$ cat src/common/partner_emu_defines.svh
`ifndef PARTNER_EMU_DEFINES_SVH
`define PARTNER_EMU_DEFINES_SVH
`define EXP_OFFSET 12'h1d8
`define EXP_MII_INDEX 5'h06
`define EXP_BIT_PD_FAULT 4
`define EXP_BIT_LP_NP 3
`define EXP_BIT_LOC_NP 2
`define EXP_BIT_PAGE_RX 1
`define EXP_BIT_LP_AN 0
`define ABIL_10_FULL 4'h2
`define ABIL_100_FULL 4'h8
`define ABIL_10_HALF 4'h1
`define ABIL_100_HALF 4'h4
`define ABIL_LSB 5
`define ABIL_MSB 8
`define PAUSE_SYM_BIT 10
`define PAUSE_ASYM_BIT 11
`define AN_DELAY_CYCLES 4'h8
`define AN_SELECTOR 16'h0001
`define EXP_RSV_MSB 31
`define EXP_RSV_LSB 16
`endif

$ cat src/common/partner_emu_pkg.sv
`default_nettype none
package partner_emu_pkg;
	typedef enum logic [1:0] {
		AN_IDLE = 2'b00,
		AN_WAIT = 2'b01,
		AN_DONE = 2'b11
	} an_state_t;
endpackage : partner_emu_pkg
`default_nettype wire

$ cat src/hw/partner_emu.sv
`timescale 1ns/10ps
`default_nettype none
`include "partner_emu_defines.svh"
module partner_emu (
	input wire logic clk_sys,
	input wire logic rst_b,
	input wire logic duplex_strap,
	input wire logic speed_strap,
	input wire logic flow_control_pause_strap,
	input wire logic [15:0] local_adv,
	input wire logic an_restart,
	input wire logic mem_rd,
	input wire logic mem_wr,
	input wire logic [11:0] mem_addr,
	input wire logic mii_rd,
	input wire logic mii_wr,
	input wire logic [4:0] mii_index,
	output logic [31:0] mem_rdata,
	output logic [15:0] mii_rdata,
	output logic [15:0] partner_ability,
	output logic an_complete
);
	partner_emu_pkg::an_state_t st_q, st_d;
	logic [3:0] cnt_q, cnt_d;
	logic page_rx_q, page_rx_d;
	logic [1:0] pause_q, pause_d;
	logic [3:0] abil_q, abil_d;
	logic an_ok_q, an_ok_d;
	logic [31:0] mem_rdata_d;
	logic [15:0] mii_rdata_d;
	logic [15:0] exp_val;
	logic exp_rd;
	logic [3:0] strap_abil;
	logic [1:0] pause_calc;
	logic mem_sel;
	logic mii_sel;

	// Strap decode and pause resolution.
	always_comb begin
		unique case ({duplex_strap, speed_strap})
			2'b10: strap_abil = `ABIL_10_FULL;
			2'b11: strap_abil = `ABIL_100_FULL;
			2'b00: strap_abil = `ABIL_10_HALF;
			2'b01: strap_abil = `ABIL_100_HALF;
		endcase
		unique case ({local_adv[`PAUSE_ASYM_BIT], local_adv[`PAUSE_SYM_BIT]})
			2'b00: pause_calc = 2'b00;
			2'b01: pause_calc = 2'b01;
			2'b10: pause_calc = 2'b11;
			2'b11: pause_calc = flow_control_pause_strap ? 2'b11 : 2'b10;
		endcase
	end

	assign mem_sel = mem_rd && (mem_addr == `EXP_OFFSET);
	assign mii_sel = mii_rd && (mii_index == `EXP_MII_INDEX);
	assign exp_rd = mem_sel || mii_sel;

	always_comb begin
		exp_val = 16'h0000;
		exp_val[`EXP_BIT_PD_FAULT] = 1'b0;
		exp_val[`EXP_BIT_LP_NP] = 1'b0;
		exp_val[`EXP_BIT_LOC_NP] = 1'b0;
		exp_val[`EXP_BIT_PAGE_RX] = page_rx_q;
		exp_val[`EXP_BIT_LP_AN] = an_ok_q;
	end

	// Negotiation runs a short delay after reset or restart.
	always_comb begin
		st_d = st_q;
		cnt_d = cnt_q;
		pause_d = pause_q;
		abil_d = abil_q;
		an_ok_d = an_ok_q;
		page_rx_d = page_rx_q;
		if (exp_rd) begin
			page_rx_d = 1'b0;
		end
		unique case (st_q)
			partner_emu_pkg::AN_IDLE: begin
				cnt_d = 4'h0;
				st_d = partner_emu_pkg::AN_WAIT;
			end
			partner_emu_pkg::AN_WAIT: begin
				cnt_d = cnt_q + 4'h1;
				if (cnt_q == `AN_DELAY_CYCLES) begin
					st_d = partner_emu_pkg::AN_DONE;
					pause_d = pause_calc;
					an_ok_d = |(local_adv[`ABIL_MSB:`ABIL_LSB] & strap_abil);
					// Failure is folded in here so the output stays a flop.
					abil_d = an_ok_d ? strap_abil : 4'h0;
					// set after negotiation; set beats clear
					page_rx_d = 1'b1;
				end
			end
			partner_emu_pkg::AN_DONE: begin
				if (an_restart) begin
					st_d = partner_emu_pkg::AN_IDLE;
				end
			end
			default: st_d = partner_emu_pkg::AN_IDLE;
		endcase
		mem_rdata_d = 32'h0000_0000;
		mii_rdata_d = 16'h0000;
		if (mem_sel) begin
			mem_rdata_d = {16'h0000, exp_val};
		end
		if (mii_sel) begin
			mii_rdata_d = exp_val;
		end
	end

	always_ff @(posedge clk_sys or negedge rst_b) begin
		if (!rst_b) begin
			st_q <= partner_emu_pkg::AN_IDLE;
			cnt_q <= 4'h0;
			page_rx_q <= 1'b0;
			pause_q <= 2'b00;
			abil_q <= 4'h0;
			an_ok_q <= 1'b1;
			mem_rdata <= 32'h0000_0000;
			mii_rdata <= 16'h0000;
		end else begin
			st_q <= st_d;
			cnt_q <= cnt_d;
			page_rx_q <= page_rx_d;
			pause_q <= pause_d;
			abil_q <= abil_d;
			an_ok_q <= an_ok_d;
			mem_rdata <= mem_rdata_d;
			mii_rdata <= mii_rdata_d;
		end
	end

	always_comb begin
		partner_ability = `AN_SELECTOR;
		partner_ability[`ABIL_MSB:`ABIL_LSB] = abil_q;
		partner_ability[`PAUSE_SYM_BIT] = pause_q[0];
		partner_ability[`PAUSE_ASYM_BIT] = pause_q[1];
	end
	assign an_complete = (st_q == partner_emu_pkg::AN_DONE);

	// Writes are not used; reading them keeps intent visible.
	logic unused_wr;
	assign unused_wr = mem_wr ^ mii_wr;
endmodule : partner_emu
`default_nettype wire

$ cat config.mk
export PLATFORM = sky130hd
export DESIGN_NAME = partner_emu
export DESIGN_NICKNAME = d
export VERILOG_FILES = /design/src/common/partner_emu_pkg.sv /design/src/hw/partner_emu.sv
export VERILOG_INCLUDE_DIRS = /design/src /design/src/common
export SDC_FILE = /design/constraint.sdc
export NUM_CORES = 1
export LEC_CHECK = 0
export ABC_AREA = 1
export BUFFER_PORTS_ARGS = -buffer_cell sky130_fd_sc_hd__buf_2
export CAP_MARGIN = 20
export CORE_UTILIZATION = 35
export CTS_BUF_LIST = sky130_fd_sc_hd__clkbuf_2 sky130_fd_sc_hd__clkbuf_4 sky130_fd_sc_hd__clkbuf_8
export DETAILED_ROUTE_END_ITERATION = 7
export HOLD_SLACK_MARGIN = 0.15
export PLACE_DENSITY = 0.8
export SYNTH_ARGS = -nofsm -noshare
export SYNTH_HDL_FRONTEND = slang
export SYNTH_SLANG_ARGS = --single-unit
$ cat constraint.sdc
create_clock -name clk_sys -period 1.11 [get_ports clk_sys]
set_input_delay 0.1665 -clock clk_sys [delete_from_list [all_inputs] [get_ports clk_sys]]
set_output_delay 0.1665 -clock clk_sys [all_outputs]
set_load 0.01 [all_outputs]
# == Yosys cells after proc, flatten, opt, wreduce, memory -nomap -nowiden ==
# Index checks and enable logic that the tools add are counted.
# word_totals
ff_bits,62
in_bits,43
out_inout_bits,65
wordCells,46
# classes
n_addsub,1
eq_ne,13
mux,13
bitwise_logic,1
n_reduce_logical,10
# ops
operator,n
$pmux 4 s4,1
$eq 12x9->1 const B,1
$eq 2x2->1 const B,5
$mux 2,4
$pmux 2 s4,1
$pmux 4 s2,1
$eq 2x1->1 const B,3
$logic_not 2->1,3
$pmux 2 s3,1
$eq 5x3->1 const B,1
$add 4x1->4 const B,1
$and 4x4->4,1
$eq 4x4->1 const B,1
$mux 1,4
$mux 4,1
$ne 2x2->1 const B,2
$reduce_and 2->1,2
$reduce_or 4->1,1
$logic_and 1x1->1,2
$reduce_bool 2->1,1
$logic_or 1x1->1,1

# == Logic depth before layout (Yosys ltp) ==
# Gate-level depths: netlist (run 1).
# depth
depth_word,6
mapped_depth,7
depth_no_buf,7

# == Least setup slack after synthesis (run 1) ==
# OpenSTA, ideal clock, no wires.
# synth_path
path_type,register -> register
start,reg cnt_q[0]
end,reg abil_q[3]
setup_time_ps,119
t_arrival_ps,1033
required_ps,991
slack_ps,-42
path_stages_with_launch,7
period_less_slack_ps,1152
cell_sequence,dfrtp_1 -> inv_1 -> ha_1 -> nand4_4 -> buf_6 -> nand2_2 -> o21ai_2
# synth_via
elab_chain_cells,2
# synth_lines
item,line,rtl
"start, declared",partner_emu.sv:24,"logic [3:0] cnt_q, cnt_d;"
"start signal, assigned",partner_emu.sv:124,cnt_q <= cnt_d;
$eq 4x4->1 (no line),n/a,
$reduce_and 2->1 (no line),n/a,
"end signal, assigned",partner_emu.sv:127,abil_q <= abil_d;
"end, declared",partner_emu.sv:27,"logic [3:0] abil_q, abil_d;"
# Every way passes these cells.
# A chain may end at the register's enable or synchronous reset.

# == Worst setup path in the final report (run 1) ==
# layout_path
start,reg st_q[1]
end,out an_complete
# layout_via
elab_chain_cells,1
# layout_lines
item,line,rtl
"start, declared",partner_emu.sv:23,"partner_emu_pkg::an_state_t st_q, st_d;"
"start signal, assigned",partner_emu.sv:114,st_q <= partner_emu_pkg::AN_IDLE;
"start signal, assigned",partner_emu.sv:123,st_q <= st_d;
$eq 2x2->1,partner_emu.sv:140,assign an_complete = (st_q == partner_emu_pkg::AN_DONE);
"end, declared",partner_emu.sv:21,output logic an_complete
# Every way passes these cells.

==> results of run 1 <==
where the power goes:
part,switching [uW],internal [uW]
Clock,215,315
Sequential,173,906
Combinational,919,821
Yosys cell counts, drive strengths merged:
cell type,count
dfstp,1
conb,2
nand2,27
a21oi,1
nand3,7
nand4,3
inv,20
ha,2
nor2,13
o22ai,1
o21ai,11
dfrtp,17
or2,1
buf,55
metal layers:
layer | track usage | up-vias
li1 | - | 501
met1 | 0.1230 | 451
met2 | 0.2351 | 44
met3 | 0.04015 | 4
met4 | 0.02616 | 0
met5 | 0 | -
flip-flops by register name, summed over array words and instances, names as in the netlist:
register and flops:
cnt_q 4, an_ok_q 1, mem_rdata 2, page_rx_q 1, pause_q 2, mii_rdata 2, abil_q 4, st_q 2
kinds of logic (layout without fill, tap and decap cells):
logic type | Yosys count | after routing | synth area share
AO/OA/AOI/OAI | 13 | 13 | 0.06292
adder cells (fa/ha/maj) | 2 | 2 | 0.01936
buffers and inverters | 75 | 80 | 0.3804
flip-flops | 18 | 18 | 0.3495
other | 2 | 54 | 0.005810
AND/OR/NAND/NOR | 51 | 52 | 0.1820
worst min-delay path by stage:
stage                                   endpoint  slack [ns]
after floorplan            abil_q[0]$_DFFE_PN0P_       -0.13
after global placement      cnt_q[2]$_DFFE_PN0P_        0.11
after detailed placement  mii_rdata[0]$_DFF_PN0_        0.11
after CTS                 mii_rdata[0]$_DFF_PN0_        0.20
after global routing       abil_q[1]$_DFFE_PN0P_        0.22
final                     mii_rdata[0]$_DFF_PN0_        0.20
critical path, cell delays in order (launching register included):
cell     delay, ns
dfrtp_1       0.42
buf_6         0.14
nand2_4       0.06
inv_2         0.03
buf_6         0.10
through the flow:
stage	hold slack, ns	util	instance area [um^2]
after floorplan	-0.1291	-	1500
after global placement	0.1127	0.4086	1406
after detailed placement	0.1129	0.4086	1406
after CTS	0.1996	0.4467	1538
after global routing	0.2191	0.4675	1609
final	0.1976	0.4675	1609
cell type report:
| cell class | instances | share of cell area |
|---|---|---|
| Sequential cell | 18 | 0.2807 |
| Timing Repair Buffer | 56 | 0.2185 |
| Multi-Input combinational cell | 121 | 0.3826 |
| Clock buffer | 4 | 0.03421 |
| Tap cell | 46 | 0.03577 |
| Inverter | 20 | 0.04821 |
repair_timing:
action                                  4_1_cts  5_1_grt
endpoints found under the hold margin        21        0
endpoints found under the setup margin        9       10
pin swaps                                     2        2
resized for setup                             5       15
gates cloned                                  1        0
buffers inserted                              2        2
hold buffers                                  3        0
==> metrics.md, run 1 <==
| Metric | Value |
|---|---|
| Outcome | `finished, violations left` |
| Failing checks | `setup timing` |
| CTS root buf | `clkbuf_8` |
| Hpwl dp | `about 1.7 mm` |
| Hold_sp | `mii_index[0]` |
| Final Non-Filler Cells | `between 200 and 300` |
| Wire length per cell | `between 8 and 9 um` |
| Cell depth of the worst hold path | `4` |
| Cells after DPL | `around 250` |
| Post-synth cell types | `20` |
| Worst Path Class, Setup | `flop to output port` |
| Initial antenna violation count | `0` |
| # Max-Cap Violations | `0` |
| Initial Util | `0.3755` |
| Clock buffer depth | `2` |
| Most common cell after layout, fill and taps aside | `conb_1` |
| Syn Std Cell Area | `1292 um^2` |
| Pre-CTS setup slack | `-0.09200 ns` |
| Final Net Count | `around 270` |
| Clock Skews | `approximately 0.0011 ns` |
| Synth warn | `0` |
| M1 WL | `between 800 and 900 um` |
| Worst Path Max Fanout | `2` |
| Via count | `roughly 1.0k` |
| Tot Pwr | `~3300 uW` |
| Pin count of the biggest net entering global routing | `19` |
| Leakage power | `between 0.0009 and 0.001 uW` |
| Final ANT Viol Nets | `0` |
| Critical path launch point type | `flop` |
| Tcrit/Tclk final | `1.058` |
| Overflow after GRT | `0` |
| Synth Instances | `~160` |
| Core area | `around 3400 um^2` |
| Vias per inst | `approximately 3.8` |
| Met3 WL | `~160 um` |
| CTS H-tree depth | `1` |
| I/O pin count | `around 110` |
| Die width | `between 60 and 70 um` |
| Final Setup Violations | `1` |
| Final-report hold violation count | `0` |
| Synthesized area per cell | `between 8 and 9 um^2` |
| Met2 WL | `1.322 mm` |
| RSZ-0062 raised after global routing | `true` |
| Setup TNS | `-0.06492 ns` |
| Sequential cell area | `roughly 450 um^2` |
| WP data required | `0.94 ns` |
| Crit path time final | `approximately 1.2 ns` |
| DR top layer | `met4` |
| Share of post-route cells with drive strength above 1 | `0.3744` |
| Port-buffer cells | `approximately 40` |
| Worst VDD drop | `674.3 uV` |
| CP endpoint | `an_complete` |
| Critical Path Source | `st_q[1]$_DFFE_PN0P_` |
| Most frequent cells in the layout | `conb_1 (54), buf_2 (40), nand2_1 (20)` |
| Cell taking the most area after synthesis | `dfrtp_1` |
| First-pass GRT wire length | `between 3 and 4 mm` |
| Yosys top cell area share | `0.3291` |
| P&R area growth vs syn | `24.49%` |
| Die Y-Extent | `62.77 um` |
| R2r startpoint | `st_q[1]$_DFFE_PN0P_` |
| PD cells | `2081 nW/um^2` |
| FF-to-FF path depth | `5` |
| Max Slew Vio Count | `0` |
| CP Capture Type | `output port` |
| Final Worst Setup Slack | `-0.06492 ns` |
| Sequential fraction of the synthesis area | `0.3495` |
| Clk slew on worst S/H paths | `around 0.070 ns` |
| Total wire length | `between 2 and 2.5 mm` |
| Total CTS buffers | `3` |
| Area contributors post-synth | `dfrtp_1 (33%), buf_4 (31%), nand2_1 (7.6%)` |
| DRC viols | `0` |
| Fill cells | `around 360` |
| DR pass1 iterations | `4` |
| RePlAce Congestion | `between 0.7 and 0.8` |
| R2R Setup Slk | `0 ns` |
| HP Class | `input port to flop` |
| Worst-skew pair later-pin latency | `around 0.25 ns` |
| Number of DRC markers in iteration 0 | `20` |
| Die area | `3940 um^2` |
| TritonCTS clock tree | `yes` |
| Row Count | `21` |
| Achievable Freq | `roughly 850 MHz` |
| Arr. time, crit path | `a little over 1 ns` |
| Register bit total from synthesis | `18` |
| R2r endpoint | `an_ok_q$_DFFE_PN1P_` |
| GRT Resource Usage Total | `0.1210` |
| Vias in the first global route | `around 860` |
| Multi-input logic area | `approximately 620 um^2` |
| Diode count | `0` |
| Clock Sinks | `18` |
No activity file was read; power rests on OpenSTA's default activity.
==> run 2, diff against run 1 <==
--- a/config.mk
+++ b/config.mk
@@ -6,7 +6,6 @@
 export SDC_FILE = /design/constraint.sdc
 export NUM_CORES = 1
 export LEC_CHECK = 0
-export ABC_AREA = 1
 export BUFFER_PORTS_ARGS = -buffer_cell sky130_fd_sc_hd__buf_2
 export CAP_MARGIN = 20
 export CORE_UTILIZATION = 35
@@ -14,6 +13,7 @@
 export DETAILED_ROUTE_END_ITERATION = 7
 export HOLD_SLACK_MARGIN = 0.15
 export PLACE_DENSITY = 0.8
+export SLEW_MARGIN = 15
 export SYNTH_ARGS = -nofsm -noshare
 export SYNTH_HDL_FRONTEND = slang
 export SYNTH_SLANG_ARGS = --single-unit
==> run 2 against run 1 <==
Against the previous run:
- the flow still finishes with violations (setup timing)
- critical endpoint is now abil_q[2]$_DFFE_PN0P_
- sequential power is essentially flat
- clock-buffer cell count is the same
- largest cell class unchanged
- core utilization shrank 1.0 points
- design area shrank 1.4%
- clock power shrank 1%
- cell count shrank 12%
- first-iteration DRC count grew 45%
- global-route usage shrank 1.3 points
- clock skew grew 0.0017 ns
==> metrics.md, run 2 <==
| Metric | Value |
|---|---|
| Biggest regs | `abil_q: 4 flops, cnt_q: 4 flops` |
| Pin count of the biggest net entering global routing | `19 (unchanged)` |
| Number of DRC markers in iteration 0 | `29 (+45%)` |
| Post-synth top cells | `buf_4 (54), dfrtp_1 (17), inv_1 (6)` |
| Worst Path Class, Setup | `flop to flop` |
| EDFF count, synth | `0 (unchanged)` |
| Cell taking the most area after synthesis | `dfrtp_1` |
| DRC viols | `0 (unchanged)` |
| Final Net Count | `233 (-12%)` |
| Via count | `893 (-11%)` |
| CP Capture Type | `flop` |
| Sequential cell area | `451.7 um^2 (unchanged)` |
| P&R area growth vs syn | `21.34%` |
| Failing checks | `setup timing` |
| Final Setup Violations | `11 (+10)` |
| Vias in the first global route | `792 (-8.1%)` |
| Final ANT Viol Nets | `0 (unchanged)` |
| Synth warn | `0 (unchanged)` |
| CTS H-tree depth | `1 (unchanged)` |
| Critical path launch point type | `flop` |
| TritonCTS clock tree | `yes` |
| Achievable Freq | `747.4 MHz (-12%)` |
| Die area | `3984 um^2 (+1.1%)` |
| Clk slew on worst S/H paths | `0.07 ns (about the same)` |
| Post-synth cell types | `29 (+45%)` |
| Worst Path Max Fanout | `6 (+4)` |
| Clk network pwr share | `0.168 (+0.010)` |
| Synthesized area per cell | `10.06 um^2 (+25%)` |
| Diode count | `0 (unchanged)` |
| Initial Util | `0.3770 (+0.001484)` |
| CTS root buf | `clkbuf_8` |
| Internal power | `2075 uW (+1.6%)` |
| Clock buffer depth | `2 (unchanged)` |
| Outcome | `finished, violations left` |
| Die width | `63.12 um (+0.56%)` |
| Total wire length | `2.273 mm (-2.1%)` |
| RSZ-0062 raised after global routing | `true` |
| Total CTS buffers | `3 (unchanged)` |
| Crit path time final | `1.338 ns (+0.1631 ns)` |
| Sequential fraction of the synthesis area | `0.3455 (-0.004013)` |
| Clock Skews | `0.002738 ns (+0.001680 ns)` |
| Final Worst Setup Slack | `-0.2280 ns (-0.1631 ns)` |
| Post-synth ARST share | `1.000 (unchanged)` |
| Fill cells | `330 (-8.1%)` |
| Arr. time, crit path | `1.47 ns (+0.46 ns)` |
| Comb pwr share | `0.489 (-0.031)` |
| Synth Instances | `130 (-19%)` |
| Yosys top cell area share | `0.3254 (-0.003780)` |
| Port-buffer cells | `41 (unchanged)` |
| Die Y-Extent | `63.12 um (+0.56%)` |
| Hpwl dp | `1.830 mm (+9.0%)` |
| Wire length per cell | `9.755 um (+11%)` |
| Final Non-Filler Cells | `233 (-12%)` |
| Utilization after layout | `0.4574 (-0.01004)` |
| Final-report hold violation count | `0 (unchanged)` |
| Sequential power share | `0.343 (+0.021)` |
| Register bit total from synthesis | `18 (unchanged)` |
| Row Count | `21 (unchanged)` |
| Cells after DPL | `224 (-11%)` |
| Multi-input logic area | `644.4 um^2 (+4.7%)` |
| Tcrit/Tclk final | `1.205 (+0.1470)` |
| WP data required | `1.25 ns (+0.31 ns)` |
| Top-count cell post-synth | `buf_4` |
| Share of post-route cells with drive strength above 1 | `0.4011 (+0.02664)` |
| Worst VDD drop | `561.6 uV (-17%)` |
| # Max-Cap Violations | `0 (unchanged)` |
| Initial antenna violation count | `0 (unchanged)` |
| FF-to-FF path depth | `4 (-1)` |
| HP Class | `input port to flop` |
| RePlAce Congestion | `0.7539 (+4.6%)` |
| I/O pin count | `108 (unchanged)` |
| First-pass GRT wire length | `3.325 mm (-11%)` |
| GRT Resource Usage Total | `0.1085 (-0.01253)` |
| Cell depth of the worst hold path | `2 (-2)` |
| Max Slew Vio Count | `0 (unchanged)` |
| Worst-skew pair later-pin latency | `0.25 ns (about the same)` |
| Most common cell after layout, fill and taps aside | `conb_1` |
| Syn Std Cell Area | `1308 um^2 (+1.2%)` |
| DR pass1 iterations | `4 (unchanged)` |
| P_sw | `1044 uW (-20%)` |
| Top_reg_cell synth | `dfrtp_1` |
| Area contributors post-synth | `dfrtp_1 (33%), buf_4 (31%), mux2_4 (5.7%)` |
| Overflow after GRT | `0 (unchanged)` |
| Sw frac | `0.3346 (-0.05561)` |
| Core area | `3468 um^2 (+0.76%)` |
| Vias per inst | `3.833 (+1.6%)` |
| Leakage power | `0.0008980 uW (-6.0%)` |
| Clock Sinks | `18 (unchanged)` |
| PD cells | `1966 nW/um^2 (-5.6%)` |
| Most frequent cells in the layout | `conb_1 (54), buf_2 (40), dfrtp_1 (17)` |
## run 2: cell count changes after synthesis, moves of 3 or more
| cell | change |
|---|---|
| nand3_1 | -5 |
| nand2_1 | -21 |
| nor2_1 | -9 |
| and2_1 | +5 |
| nor3b_1 | +3 |
| o21ai_2 | -4 |
| mux2_4 | +5 |
| inv_1 | -13 |
## run 2: routing by layer
metal / global-route usage / wire, um / vias up
met4: 0.03488 / 27 / 0
met1: 0.1082 / 775 / 400
li1: - / - / 430
met3: 0.02174 / 185 / 5
met2: 0.2177 / 1285 / 58
met5: 0 / 0 / -
## run 2: cells by family (layout without fill, tap and decap cells)
kind of cell               count (synthesis)  in the layout  synth area share
and+or+nand+nor                           29             29            0.1493
adders and majority gates                  2              2           0.01914
other                                      2             54          0.005744
DFF                                       18             18            0.3455
AOI/OAI and AO/OA                          8              8           0.03732
buffers and inverters                     62             67            0.3445
muxes                                      9              9           0.09856
## run 2: metrics by stage
stage | hold slack [ns] | power, uW | setup TNS (ns) | instance area (um^2) | setup slack (ns)
after floorplan | -0.1291 | 1950 | -1.515 | 1503 | -0.2752
final | 0.1851 | 3119 | -1.611 | 1587 | -0.2280
after global placement | 0.1105 | 2248 | -1.280 | 1420 | -0.2115
after CTS | 0.1746 | 3009 | -1.955 | 1538 | -0.2318
after detailed placement | 0.1105 | 2294 | -1.562 | 1420 | -0.2456
after global routing | 0.1936 | 3346 | -2.206 | 1587 | -0.2767
## run 2: power groups by stage
stage / Combinational, uW / Clock, uW / Sequential (uW)
after global placement: 1200 / 0 / 1050
after floorplan: 847 / 0 / 1100
after global routing: 1680 / 566 / 1100
final: 1530 / 524 / 1070
after CTS: 1420 / 540 / 1050
after detailed placement: 1240 / 0 / 1060
## run 2: path summary, 6_finish.rpt
| path | startpoint | end | slack, ns |
|---|---|---|---|
| max in group asynchronous | rst_b | an_ok_q$_DFFE_PN1P_ | 0.44 |
| max | cnt_q[0]$_DFFE_PN0P_ | abil_q[2]$_DFFE_PN0P_ | -0.23 |
| min reg2reg | page_rx_q$_DFF_PN0_ | mii_rdata[1]$_DFF_PN0_ | 0.50 |
| min in group asynchronous | rst_b | mem_rdata[1]$_DFF_PN0_ | 0.36 |
| max reg2reg | cnt_q[0]$_DFFE_PN0P_ | abil_q[2]$_DFFE_PN0P_ | -0.23 |
| min | local_adv[11] | pause_q[1]$_DFFE_PN0P_ | 0.19 |
## run 2: layout make-up
cell class	instances	share of cell area
flip-flops and latches	18	0.2847
well taps	46	0.03628
repair buffers	57	0.2240
inverters	6	0.01420
clock buffers	4	0.03470
multi-input cells	102	0.4062
## run 2: what timing repair did
item                       4_1_cts  5_1_grt
hold buffers                     2        0
cloned                           0        0
hold endpoints to repair        19        0
gates resized for setup          6       13
setup buffers                    3        4
setup endpoints to repair       10       12
pin swaps                        1        7
## run 2: critical path, cell delays in order, from the launching register on
cell and delay, ns:
dfrtp_1 0.39, inv_1 0.07, ha_2 0.20, and3_4 0.26
mux2_4 0.31
